===== src/rtl/tpsdp_map.svh =====
`ifndef TPSDP_MAP_SVH
`define TPSDP_MAP_SVH

// pin counts and strap field position
`define TPSDP_NUM_POINTS  8
`define TPSDP_STRAP_W     3
`define TPSDP_STRAP_MSB   2
`define TPSDP_STRAP_LSB   0
`define TPSDP_SYNC_W      9

// strap codes with a defined meaning
`define TPSDP_CODE_QUIET  3'h0
`define TPSDP_CODE_CLKDBG 3'h2

// fixed point roles under the clock debug code
`define TPSDP_PT_CLK60    0
`define TPSDP_PT_CLK30    1
`define TPSDP_PT_CLKVAR   2
`define TPSDP_PT_LOW      4
`define TPSDP_PT_CLK7P5   7
// points 3 to 6 carry levels: 3, 5 and 6 high, 4 low
`define TPSDP_LVL_MASK    8'h78
`define TPSDP_LVL_CLKDBG  8'h68

// reset values
`define TPSDP_STRAP_RST   3'h0
`define TPSDP_OE_OFF      8'h00

`endif


===== src/rtl/tpsdp_pkg.sv =====
package tpsdp_pkg;

  // what a test point carries
  typedef enum logic [2:0] {
    src_hiz,
    src_low,
    src_high,
    src_clk60,
    src_clk30,
    src_clkvar,
    src_clk7p5
  } tpsdp_src_e;

  // pins held as inputs, or driven as outputs
  typedef enum logic {
    st_hold,
    st_run
  } tpsdp_state_e;

endpackage : tpsdp_pkg


===== src/rtl/tpsdp_port.sv =====
`timescale 1ns/1ns
`include "tpsdp_map.svh"

// Operation
// - while the system reset pin is low all eight test points are inputs and undriven.
// - after the system reset pin is released the test points become outputs, driven or floating per mode.
// - the pin levels caught at reset release set the mode, and later pin changes are ignored.
// - the strap is caught only on a low-to-high edge of the system reset pin.
// - each pin has a pull-down, so an unstrapped pin is caught as zero.
// - strap code zero leaves every test point floating after reset.
// - strap code two drives debug clocks on points 0, 1, 2 and 7, high on 3, 5, 6 and low on 4.
// - the strap choice is only a default, and software may reselect any point while the port is running.
// - only the three lowest pins form the strap code; the upper five are not strapped.
module tpsdp_port
  import tpsdp_pkg::*;
(
  // clock and block reset
  input  wire logic                         clock,
  input  wire logic                         reset,
  // system reset pin, active low
  input  wire logic                         system_reset_low,
  // test point pins
  input  wire logic [`TPSDP_NUM_POINTS-1:0] test_point_bus_in,
  output logic      [`TPSDP_NUM_POINTS-1:0] test_point_bus_out,
  output logic      [`TPSDP_NUM_POINTS-1:0] test_point_bus_oe,
  // internal debug clock sources
  input  wire logic                         dbg_clk_60,
  input  wire logic                         dbg_clk_30,
  input  wire logic                         dbg_clk_var,
  input  wire logic                         dbg_clk_7p5,
  // software reselection of one point
  input  wire logic                         sel_write,
  input  wire logic [2:0]                   sel_point,
  input  wire tpsdp_src_e                   sel_source,
  // status
  output logic      [`TPSDP_STRAP_W-1:0]    test_mode_strap_bits,
  output logic                              port_active
);

  logic [`TPSDP_SYNC_W-1:0]    sync_out;
  logic [`TPSDP_NUM_POINTS-1:0] pins_s;
  logic                         sys_rst_n_s;
  logic                         rst_rise;
  logic                         rst_n_prev_q;
  logic                         rst_n_prev_d;
  tpsdp_state_e                 state_q;
  tpsdp_state_e                 state_d;
  logic [`TPSDP_STRAP_W-1:0]    strap_q;
  logic [`TPSDP_STRAP_W-1:0]    strap_d;
  tpsdp_src_e                   sel_q [`TPSDP_NUM_POINTS];
  tpsdp_src_e                   sel_d [`TPSDP_NUM_POINTS];

  // pins and reset pin come from outside the clock domain
  tpsdp_sync u_sync (
    .clock    (clock),
    .reset    (reset),
    .async_in ({system_reset_low, test_point_bus_in}),
    .sync_out (sync_out)
  );

  assign pins_s      = sync_out[`TPSDP_NUM_POINTS-1:0];
  assign sys_rst_n_s = sync_out[`TPSDP_NUM_POINTS];
  // both share the same latency, so the strap is aligned with the edge
  assign rst_rise    = sys_rst_n_s & ~rst_n_prev_q;

  // default selection of one point for a given strap code
  function automatic tpsdp_src_e strap_default(
    input logic [`TPSDP_STRAP_W-1:0] code,
    input int unsigned               idx
  );
    tpsdp_src_e r;
    r = src_hiz;
    if (code == `TPSDP_CODE_CLKDBG) begin
      case (idx)
        `TPSDP_PT_CLK60:  r = src_clk60;
        `TPSDP_PT_CLK30:  r = src_clk30;
        `TPSDP_PT_CLKVAR: r = src_clkvar;
        `TPSDP_PT_LOW:    r = src_low;
        `TPSDP_PT_CLK7P5: r = src_clk7p5;
        default:          r = src_high;
      endcase
    end else begin
      // quiet code and undefined codes both float
      r = src_hiz;
    end
    return r;
  endfunction : strap_default

  // next state, strap and selections
  always_comb begin
    rst_n_prev_d = sys_rst_n_s;
    state_d      = state_q;
    strap_d      = strap_q;
    for (int i = 0; i < `TPSDP_NUM_POINTS; i++) begin
      sel_d[i] = sel_q[i];
    end
    if (!sys_rst_n_s) begin
      // pins are inputs while held in reset
      state_d = st_hold;
      for (int i = 0; i < `TPSDP_NUM_POINTS; i++) begin
        sel_d[i] = src_hiz;
      end
    end else if (rst_rise) begin
      // only the low bits count; pull-downs make open pins read zero
      strap_d = pins_s[`TPSDP_STRAP_MSB:`TPSDP_STRAP_LSB];
      state_d = st_run;
      for (int i = 0; i < `TPSDP_NUM_POINTS; i++) begin
        sel_d[i] = strap_default(pins_s[`TPSDP_STRAP_MSB:`TPSDP_STRAP_LSB], i);
      end
    end else if (state_q == st_run && sel_write) begin
      // capture wins over a write in the same cycle
      sel_d[sel_point] = sel_source;
    end
  end

  // registers only
  always_ff @(posedge clock) begin
    if (reset) begin
      rst_n_prev_q <= 1'h0;
      state_q      <= st_hold;
      strap_q      <= `TPSDP_STRAP_RST;
      for (int i = 0; i < `TPSDP_NUM_POINTS; i++) begin
        sel_q[i] <= src_hiz;
      end
    end else begin
      rst_n_prev_q <= rst_n_prev_d;
      state_q      <= state_d;
      strap_q      <= strap_d;
      for (int i = 0; i < `TPSDP_NUM_POINTS; i++) begin
        sel_q[i] <= sel_d[i];
      end
    end
  end

  // per-point output mux; clocks cannot be re-registered at this rate
  genvar g;
  generate
    for (g = 0; g < `TPSDP_NUM_POINTS; g++) begin : g_point
      logic pt_out;
      // hiz and low both give 0; the enable decides whether it reaches the pad
      always_comb begin
        case (sel_q[g])
          src_high:   pt_out = 1'h1;
          src_clk60:  pt_out = dbg_clk_60;
          src_clk30:  pt_out = dbg_clk_30;
          src_clkvar: pt_out = dbg_clk_var;
          src_clk7p5: pt_out = dbg_clk_7p5;
          default:    pt_out = 1'h0;
        endcase
      end
      assign test_point_bus_out[g] = pt_out;
      // drive only when running and selected
      assign test_point_bus_oe[g] = (state_q == st_run) && (sel_q[g] != src_hiz);
    end
  endgenerate

  assign test_mode_strap_bits = strap_q;
  assign port_active          = (state_q == st_run);

  // checks
  property p_hold_undriven;
    @(posedge clock) disable iff (reset)
      !sys_rst_n_s |=> (test_point_bus_oe == `TPSDP_OE_OFF) && !port_active;
  endproperty
  a_hold_undriven: assert property (p_hold_undriven)
    else $error("test point driven while held in reset");

  property p_fall_release;
    @(posedge clock) disable iff (reset)
      $fell(sys_rst_n_s) |=> (test_point_bus_oe == `TPSDP_OE_OFF) && !port_active;
  endproperty
  a_fall_release: assert property (p_fall_release)
    else $error("pins not released after reset asserted");

  property p_run_after_rise;
    @(posedge clock) disable iff (reset)
      rst_rise |=> port_active;
  endproperty
  a_run_after_rise: assert property (p_run_after_rise)
    else $error("port not active after reset release");

  property p_strap_stable;
    @(posedge clock) disable iff (reset)
      (port_active && sys_rst_n_s && !rst_rise) |=> $stable(strap_q);
  endproperty
  a_strap_stable: assert property (p_strap_stable)
    else $error("strap changed without a reset release");

  property p_strap_capture;
    @(posedge clock) disable iff (reset)
      rst_rise |=> strap_q == $past(pins_s[`TPSDP_STRAP_MSB:`TPSDP_STRAP_LSB]);
  endproperty
  a_strap_capture: assert property (p_strap_capture)
    else $error("strap not caught from low pins at release");

  property p_no_rise_no_change;
    @(posedge clock) disable iff (reset)
      !rst_rise |=> strap_q == $past(strap_q);
  endproperty
  a_no_rise_no_change: assert property (p_no_rise_no_change)
    else $error("strap changed outside a reset edge");

  property p_quiet;
    @(posedge clock) disable iff (reset)
      (rst_rise && pins_s[`TPSDP_STRAP_MSB:`TPSDP_STRAP_LSB] == `TPSDP_CODE_QUIET)
        |=> (test_point_bus_oe == `TPSDP_OE_OFF) && port_active;
  endproperty
  a_quiet: assert property (p_quiet)
    else $error("quiet strap drives a point");

  property p_clkdbg;
    @(posedge clock) disable iff (reset)
      (rst_rise && pins_s[`TPSDP_STRAP_MSB:`TPSDP_STRAP_LSB] == `TPSDP_CODE_CLKDBG)
        |=> (&test_point_bus_oe)
            && ((test_point_bus_out & `TPSDP_LVL_MASK) == `TPSDP_LVL_CLKDBG)
            && sel_q[`TPSDP_PT_CLK60] == src_clk60 && sel_q[`TPSDP_PT_CLK30] == src_clk30
            && sel_q[`TPSDP_PT_CLKVAR] == src_clkvar
            && sel_q[`TPSDP_PT_CLK7P5] == src_clk7p5;
  endproperty
  a_clkdbg: assert property (p_clkdbg)
    else $error("clock debug defaults wrong");

  property p_sw_select;
    @(posedge clock) disable iff (reset)
      (port_active && sys_rst_n_s && !rst_rise && sel_write)
        |=> sel_q[$past(sel_point)] == $past(sel_source);
  endproperty
  a_sw_select: assert property (p_sw_select)
    else $error("software selection not applied");

  property p_undefined;
    @(posedge clock) disable iff (reset)
      (rst_rise && pins_s[`TPSDP_STRAP_MSB:`TPSDP_STRAP_LSB] != `TPSDP_CODE_QUIET
        && pins_s[`TPSDP_STRAP_MSB:`TPSDP_STRAP_LSB] != `TPSDP_CODE_CLKDBG)
        |=> test_point_bus_oe == `TPSDP_OE_OFF;
  endproperty
  a_undefined: assert property (p_undefined)
    else $error("undefined strap drives a point");

  c_quiet: cover property (@(posedge clock) disable iff (reset)
    rst_rise && pins_s[`TPSDP_STRAP_MSB:`TPSDP_STRAP_LSB] == `TPSDP_CODE_QUIET);
  c_clkdbg: cover property (@(posedge clock) disable iff (reset)
    rst_rise && pins_s[`TPSDP_STRAP_MSB:`TPSDP_STRAP_LSB] == `TPSDP_CODE_CLKDBG);
  c_sw_write: cover property (@(posedge clock) disable iff (reset)
    port_active && sel_write ##1 port_active);

endmodule : tpsdp_port


===== src/rtl/tpsdp_sync.sv =====
`timescale 1ns/1ns
`include "tpsdp_map.svh"

module tpsdp_sync (
  // clock and reset
  input  wire logic                     clock,
  input  wire logic                     reset,
  // asynchronous levels in, synchronised levels out
  input  wire logic [`TPSDP_SYNC_W-1:0] async_in,
  output logic      [`TPSDP_SYNC_W-1:0] sync_out
);

  logic [`TPSDP_SYNC_W-1:0] meta_q;
  logic [`TPSDP_SYNC_W-1:0] sync_q;

  // two stages; the first is read only by the second
  always_ff @(posedge clock) begin
    if (reset) begin
      meta_q <= '0;
      sync_q <= '0;
    end else begin
      meta_q <= async_in;
      sync_q <= meta_q;
    end
  end

  assign sync_out = sync_q;

endmodule : tpsdp_sync


===== config.mk =====
export PLATFORM = sky130hd
export DESIGN_NAME = tpsdp_port
export DESIGN_NICKNAME = d
export VERILOG_FILES = /design/src/rtl/tpsdp_pkg.sv /design/src/rtl/tpsdp_port.sv /design/src/rtl/tpsdp_sync.sv
export VERILOG_INCLUDE_DIRS = /design/src /design/src/rtl
export SDC_FILE = /design/constraint.sdc
export NUM_CORES = 1
export LEC_CHECK = 0
export BUFFER_PORTS_ARGS = -buffer_cell sky130_fd_sc_hd__buf_4
export CORE_MARGIN = 5
export CORE_UTILIZATION = 45
export CTS_CLUSTER_SIZE = 12
export DETAILED_ROUTE_END_ITERATION = 10
export PLACE_DENSITY_LB_ADDON = 0.15
export SLEW_MARGIN = 20
export SYNTH_ARGS = -nofsm -noshare
export SYNTH_HDL_FRONTEND = slang
export SYNTH_HIERARCHICAL = 1
export SYNTH_SLANG_ARGS = --single-unit

===== constraint.sdc =====
create_clock -name clock -period 3.15 [get_ports clock]
set_input_delay 0.1575 -clock clock [delete_from_list [all_inputs] [get_ports clock]]
set_output_delay 0.1575 -clock clock [all_outputs]
set_load 0.005 [all_outputs]

==> results.md, run 1 <==
* Outcome: finished clean
* Design Area, Final at 2210 um^2
* First-pass GRT wire length at around 7600 um
* CP max FO at 10
* Clock transition at path regs at 70 ps
* Worst skew pair latency at approximately 290 ps
* Seq. cell area at ~740 um^2
* First DRT Iteration DRCs at 57
* CP endpoint kind: flip-flop
* Area Growth Syn to Fin at 14.5%
* Crit start category: flip-flop
* CTS tree: built
* Longest Clk Path Bufs at 2
* Post-CTS Setup Repair Bufs at 0
* Fin nets at 270
* Share of layout cells above drive strength 1 at 19.3%
* Multi-input logic area at 1030 um^2
* Placed Area at 2130 um^2
* Htree depth at 2
* CTS Buf Count at 5
* DRC viols at 0
* Worst EP arrival at 2100 ps
* MaxCap Viol Count at 0
* CTS root buf: clkbuf_8
* Power per cell area at ~390 nW/um^2
* IO Port Bufs at 36
* Diode count at 0
* Total grt overflow at 0
* Core footprint at 4090 um^2
* Vias in the first global route at between 1500 and 2000
* Die ar. at 5700 um^2
* Hold buffer count at CTS at 0
* Filler cells at 410
* Final min period at 1950 ps
* Worst-Margin Slew at ~840 ps
* Netlist Area Pre-Place at 1930 um^2
* # IOs at 42
* Initial antenna violation count at 0
* Chip Width at between 70 and 80 um
* Die extent in y at 75.5 um
* Overall fraction of global-route tracks in use at about 18%
* Slew HR at between 40% and 50%
* Hold Fails Final Rpt at 0
* Mean area per synthesized cell at 8.51 um^2
* DR WL/cell at between 15 and 20 um
* Yosys Warn Count at 6
* Post-route ant nets at 0
* Req. time, crit path at 3300 ps
* Unrepaired setup endpoints after global routing: no
* DP Wirelength at around 3400 um
* HP Class: input port to flip-flop
* # clock sinks at 37
* Resized cells post-CTS at 0
* Worst VDD drop at 0.000263 V
* Critical path class: flip-flop to flip-flop
* Syn Nets at 249
* Final Cycle Share at 62.1%
* Setup Viol. Count Final at 0
* Mapped Cells at 227
* WL final at roughly 4800 um
* Drt pass-1 iters at 4
* Vias/cell at 5.67
* Pin count of the biggest net entering global routing at 14
* Slew Limit Fails at 0
* TNS Setup at 0 ps
* Worst Skew at 4.54 ps
* Via count at around 1700
* Placement Rows at 23
* Highest clock rate at 512 MHz
* LEAKAGE at 0.851 nW
* GPL Wtd Cong at 0.837
* Starting density of the core at between 40% and 50%
power breakdown:
group	switching, mW	internal, mW
logic	0.0478	0.0309
clock network	0.159	0.153
registers	0.00390	0.474
total	0.210	0.658
worst max-delay path, stage by stage, from the launching register on:
cell and delay, ps:
dfxtp_1 350, nor2b_1 520, buf_4 300, mux2i_1 500
a211oi_1 150
stage by stage:
| stage | cells | hold slack (ps) | power [mW] | utilization [%] | setup WS [ps] |
|---|---|---|---|---|---|
| 6_report | 299 | 75.7 | 0.869 | 54.1 | 1200 |
| 5_1_grt | 299 | 77.9 | 0.904 | 54.1 | 1130 |
| 4_1_cts | 299 | 72.8 | 0.875 | 54.1 | 1230 |
| 3_5_place_dp | 291 | 372 | 0.567 | 52.1 | 1250 |
| 3_3_place_gp | 291 | 368 | 0.566 | 52.1 | 1290 |
| 2_1_floorplan | 227 | 227 | 0.532 | - | 1900 |
routing by layer:
layer | vias to the layer above | global-route usage (%) | wire length, um
met3 | 6 | 3.56 | 259
met2 | 35 | 28.2 | 2230
li1 | 859 | - | -
met1 | 796 | 24.2 | 2210
met5 | - | 0 | 0
met4 | 0 | 5.83 | 53
state kept, by name (all words and copies together), names as in the netlist:
| name | flops |
|---|---|
| port_active | 1 |
| rst_n_prev_q | 1 |
| sel_q | 24 |
| test_mode_strap_bits | 3 |
| u_sync/meta_q | 4 |
| u_sync/sync_out | 4 |
area by class of cell:
class / instances / share of cell area (%)
clock inverters: 2 / 0.452
clock buffers: 6 / 3.28
inverters: 4 / 0.679
flip-flops and latches: 37 / 33.5
multi-input cells: 163 / 46.7
repair buffers: 37 / 12.6
well taps: 50 / 2.83
cells in the final DEF (no fill, tap or decap), types with 5 or more instances in the layout:
cell      count
a211oi_1     22
a21o_1        8
a21oi_1      17
and2b_1       5
buf_4        37
mux2i_1      11
clkbuf_8      5
o22ai_1       8
nor2b_1      13
nor3b_1       9
nor2_1        8
o21ai_0      19
nand3_1      14
nand2_1       8
nor3_1        8
dfxtp_1      37
worst paths after layout:
check / from / endpoint / slack [ps] / cells past startpoint
min reg2reg: u_sync/meta_q[2]$_SDFF_PP0_ / u_sync/sync_out[2]$_SDFF_PP0_ / 430 / 1
max: u_sync/sync_out[8]$_SDFF_PP0_ / sel_q[1][10]$_SDFFE_PP0P_ / 1200 / 4
min: test_point_bus_in[1] / u_sync/meta_q[1]$_SDFF_PP0_ / 80 / 2
max reg2reg: u_sync/sync_out[8]$_SDFF_PP0_ / sel_q[1][10]$_SDFFE_PP0P_ / 1200 / 4
No activity file was read; power rests on OpenSTA's default activity.
==> run 2: changes to the inputs <==
==> constraint.sdc (replaced) <==
create_clock -name clock -period 2 [get_ports clock]
set_input_delay 0.1 -clock clock [delete_from_list [all_inputs] [get_ports clock]]
set_output_delay 0.1 -clock clock [all_outputs]
set_load 0.005 [all_outputs]
==> results.md, run 2 (synthesis gave the netlist of run 1 again) <==
* Fin nets at 273 (+1.1%)
* Final Cycle Share at between 80% and 90%
* Longest Clk Path Bufs at 2 (unchanged)
* # IOs at 42 (unchanged)
* GPL Wtd Cong at 0.878 (+4.9%)
* Outcome: finished clean
* HP Class: input port to flip-flop
* # clock sinks at 37 (unchanged)
* Initial antenna violation count at 0 (unchanged)
* Post-route ant nets at 0 (unchanged)
* Critical path class: flip-flop to output pin
* Area Growth Syn to Fin at 16.6%
* Worst EP arrival at 1560 ps (-540 ps)
* Diode count at 0 (unchanged)
* Starting density of the core at 47.3% (unchanged)
* R2R setup slack at 410 ps (-790 ps)
* Filler cells at 408 (-0.49%)
* Most flop-heavy register: sel_q
* Req. time, crit path at 1900 ps (-1400 ps)
* CTS Buf Count at 5 (unchanged)
* Die extent in y at 75.5 um (unchanged)
* Unrepaired setup endpoints after global routing: no
* Setup Viol. Count Final at 0 (unchanged)
* Worst Skew at 6.43 ps (+1.88 ps)
* Highest clock rate at 602 MHz
* CP endpoint kind: output pin
* Total grt overflow at 0 (unchanged)
* Worst hold path cell count at 2 (unchanged)
* Most common cell after layout, fill and taps aside: buf_4
* Crit start category: flip-flop
* Vias in the first global route at 1573 (+0.51%)
* Via count at 1746 (+2.9%)
* Share of layout cells above drive strength 1 at 20.6% (+1.4 points)
* Core footprint at 4090 um^2 (unchanged)
* Pin count of the biggest net entering global routing at 14 (unchanged)
* Most frequent cells in the layout: 40 x buf_4, 37 x dfxtp_1, 22 x a211oi_1
* Final min period at 1660 ps
* Largest register FFs at 24 (unchanged)
* Worst reg-to-reg path cell count at 4 (unchanged)
* Worst VDD drop at 0.000454 V (+73%)
* First-pass GRT wire length at 7510 um (-0.73%)
* Utilization after layout at 55.1% (+1.0 points)
* Slew Limit Fails at 0 (unchanged)
* DP Wirelength at 3460 um (+2.3%)
* Worst skew pair latency at 290 ps (about the same)
* Post-Place Setup Slack at 453 ps (-798 ps)
* Hold buffer count at CTS at 0 (unchanged)
* Die ar. at 5700 um^2 (unchanged)
* LEAKAGE at 0.875 nW (+2.8%)
* Hold Fails Final Rpt at 0 (unchanged)
* Power per cell area at 644 nW/um^2 (+64%)
* CTS root buf: clkbuf_8
* DR WL/cell at 15.6 um (-1.9%)
* CP max FO at 10 (unchanged)
* Design Area, Final at 2250 um^2 (+1.9%)
* Placed Area at 2150 um^2 (+1.1%)
* TNS Setup at 0 ps (unchanged)
* FF-to-FF End: sel_q[1][7]$_SDFFE_PP0P_
* Slew HR at 65.9% (+22 points)
* IO Port Bufs at 36 (unchanged)
* First DRT Iteration DRCs at 108 (+89%)
* Placement Rows at 23 (unchanged)
* Post-CTS Setup Repair Bufs at 0 (unchanged)
* Chip Width at 75.5 um (unchanged)
* DRC viols at 0 (unchanged)
* CTS tree: built
* Drt pass-1 iters at 4 (unchanged)
* MaxCap Viol Count at 0 (unchanged)
* HP Start: system_reset_low
* Crit path from: port_active$_SDFFE_PP0P_
* Worst-case hold path end point: u_sync/meta_q[8]$_SDFF_PP0_
* Worst reg2reg path startpoint: u_sync/sync_out[8]$_SDFF_PP0_
* Worst-Margin Slew at 498 ps (-346 ps)
* Clock transition at path regs at 70 ps (about the same)
* Resized cells post-CTS at 0 (unchanged)
* Setup ws final at 340 ps (-856 ps)
* Overall fraction of global-route tracks in use at 17.7% (-0.13 points)
* Htree depth at 2 (unchanged)
* WL final at 4720 um (-0.90%)
* Vias/cell at 5.78 (+1.9%)
==> run 2: cell types whose count changed in the layout (fill, tap and decap cells not counted), sizes merged <==
cell / previous run / this run
clkbuf: 6 / 7
buf: 37 / 40
clkinv: 3 / 2
==> run 2: metrics by stage <==
stage	power, mW	instances	hold WS (ps)
after floorplan	0.837	227	169
after detailed placement	0.898	294	315
after CTS	1.46	302	13.8
after global placement	0.897	294	307
final	1.45	302	15.5
after global routing	1.50	302	19.8
==> run 2: cell type report <==
cell class	count	area (um^2)	area share, %
Clock buffer	7	96.3	4.28
Tap cell	50	62.6	2.78
Timing Repair Buffer	40	300	13.3
Inverter	4	15.0	0.666
Multi-Input combinational cell	163	1030	45.9
Sequential cell	37	741	32.9
Clock inverter	1	5.00	0.222
==> run 2: worst max path at each step <==
stage	end	slack (ps)	cells past startpoint
2_1_floorplan	sel_q[0][1]$_SDFFE_PP0P_	750	4
3_3_place_gp	sel_q[0][6]$_SDFFE_PP0P_	460	4
3_5_place_dp	sel_q[1][10]$_SDFFE_PP0P_	450	4
4_1_cts	test_point_bus_oe[4]	330	3
5_1_grt	test_point_bus_oe[4]	220	3
6_report	test_point_bus_oe[4]	340	3
==> run 2: report_power, final <==
part	total (mW)	switching (mW)	internal [mW]
sequential	0.753	0.00619	0.747
clock	0.569	0.258	0.311
combinational	0.128	0.0767	0.0516
total	1.45	0.341	1.11
==> run 2: metal layers <==
metal  up-vias  wire (um)  global-route usage, %
met5         -          0                      0
met4         0         66                   5.05
met3         9        357                   3.96
met2        57       2200                   29.0
met1       815       2090                   23.3
li1        865          -                      -
==> run 2: worst max-delay path: stages (launching register included) <==
cell,delay [ps]
dfxtp_1,510
clkinv_1,420
nor2_1,210
buf_4,130
==> run 3: changes to the inputs <==
==> constraint.sdc (replaced) <==
create_clock -name clock -period 1.5 [get_ports clock]
set_input_delay 0.075 -clock clock [delete_from_list [all_inputs] [get_ports clock]]
set_output_delay 0.075 -clock clock [all_outputs]
set_load 0.005 [all_outputs]
==> results.md, run 3 (synthesis gave the netlist of run 1 again) <==
* Unrepaired setup endpoints after global routing: yes
* Core footprint at 4090 um^2 (unchanged)
* First-pass GRT wire length at 7790 um (+3.7%)
* First DRT Iteration DRCs at 173 (+60%)
* Power per cell area at 815 nW/um^2 (+27%)
* Diode count at 0 (unchanged)
* Fin nets at 284 (+4.0%)
* CP max FO at 7 (-3)
* Critical path class: flip-flop to flip-flop
* Chip Width at 75.5 um (unchanged)
* Worst EP arrival at 1540 ps (-20 ps)
* DRC viols at 0 (unchanged)
* Multi-input logic area at 1030 um^2 (unchanged)
* Post-route ant nets at 0 (unchanged)
* CTS root buf: clkbuf_8
* # IOs at 42 (unchanged)
* Vias/cell at 5.54 (-4.3%)
* Htree depth at 2 (unchanged)
* Post-CTS Setup Repair Bufs at 0 (unchanged)
* WL final at 4830 um (+2.4%)
* Hold Fails Final Rpt at 0 (unchanged)
* Drt pass-1 iters at 4 (unchanged)
* CP endpoint kind: flip-flop
* Slew HR at 68.0% (+2.2 points)
* Via count at 1727 (-1.1%)
* Die ar. at 5700 um^2 (unchanged)
* Seq. cell area at 742 um^2 (+0.17%)
* Worst skew pair latency at 290 ps (about the same)
* MaxCap Viol Count at 0 (unchanged)
* Req. time, crit path at 1650 ps (-250 ps)
* Worst Skew at 5.63 ps (-0.797 ps)
* Most common cell after layout, fill and taps aside: buf_4
* Worst path cell trace: nor2b_1, buf_4, mux2i_1, a211oi_1
* Most flop-heavy register: sel_q
* Pin count of the biggest net entering global routing at 14 (unchanged)
* Crit path largest cell delay at 390 ps (-120 ps)
* Initial antenna violation count at 0 (unchanged)
* Highest clock rate at slightly above 700 MHz
* Slew Limit Fails at 0 (unchanged)
* Final hold slack at 22.5 ps (+7.00 ps)
* Share of layout cells above drive strength 1 at 22.5% (+1.9 points)
* Utilization after layout at 57.2% (+2.0 points)
* Overall fraction of global-route tracks in use at 18.4% (+0.79 points)
* Die extent in y at 75.5 um (unchanged)
* Outcome: finished clean
* Largest register FFs at 24 (unchanged)
* IO Port Bufs at 36 (unchanged)
* Worst-Margin Slew at 479 ps (-18.2 ps)
* DP Wirelength at 3550 um (+2.8%)
* CTS tree: built
* Starting density of the core at 47.3% (unchanged)
* Worst VDD drop at 0.000559 V (+23%)
* Total grt overflow at 0 (unchanged)
* Final min period at 1390 ps
* Clock transition at path regs at 70 ps (about the same)
* Final Cycle Share at 92.9%
* GPL Wtd Cong at 0.854 (-2.8%)
* Vias in the first global route at 1661 (+5.6%)
* Area Growth Syn to Fin at 20.9%
* Crit path from: u_sync/sync_out[8]$_SDFF_PP0_
* # clock sinks at 37 (unchanged)
* DR WL/cell at 15.5 um (-0.84%)
* CTS Buf Count at 5 (unchanged)
* LEAKAGE at 0.913 nW (+4.4%)
* HP Class: input port to flip-flop
* Filler cells at 413 (+1.2%)
* Longest Clk Path Bufs at 2 (unchanged)
* HP Start: reset
* Most frequent cells in the layout: 47 x buf_4, 36 x dfxtp_1, 22 x a211oi_1
* Setup Viol. Count Final at 0 (unchanged)
* Crit start category: flip-flop
* CP max-delay cell: mux2i_1
* Placement Rows at 23 (unchanged)
* Worst reg2reg path startpoint: u_sync/sync_out[8]$_SDFF_PP0_
run 3: final cells by class:
cell class | count | share of cell area [%]
multi-input combinational | 163 | 44.2
sequential | 37 | 31.8
timing repair buffer | 51 | 16.8
clock buffer | 6 | 3.54
tap | 50 | 2.68
inverter | 4 | 0.643
clock inverter | 1 | 0.321
run 3: repair_timing:
item | in CTS | in global routing
gates resized for setup | 0 | 1
endpoints found under the hold margin | 4 | 0
setup endpoints to repair | 0 | 4
hold buffers | 4 | 0
run 3: stage by stage:
stage	setup WS [ps]	instance area, um^2	instances	power [mW]	TNS, ps
floorplan	247	1930	227	1.12	0
global placement	140	2200	301	1.21	0
detailed placement	151	2200	301	1.21	0
CTS	111	2330	312	1.92	0
global route	-8.79	2340	312	1.99	-8.79
finish	106	2340	312	1.90	0
run 3: critical path, delay by kind of cell, from the launching register on:
kind	cells	cell delay [ps]
AND/OR/NAND/NOR	1	190
multiplexers	1	390
AO/OA/AOI/OAI	1	140
buffers and inverters	1	190
flip-flops	1	350
run 3: power breakdown:
part	internal (mW)	switching, mW
logic	0.0856	0.105
registers	0.996	0.00807
clock network	0.363	0.345
run 3: final timing paths:
kind	endpoint	slack, ps	depth (start not counted)
max	sel_q[0][5]$_SDFFE_PP0P_	110	4
min	test_mode_strap_bits[0]$_SDFFE_PP0P_	20	2
max reg2reg	sel_q[0][5]$_SDFFE_PP0P_	110	4
min reg2reg	u_sync/sync_out[1]$_SDFF_PP0_	430	1
run 3: routing by layer:
metal	vias to the layer above	track usage, %	routed length [um]
met5	-	0	0
met4	0	7.18	74
met3	5	3.30	246
met2	40	31.4	2300
met1	799	23.1	2210
li1	883	-	-
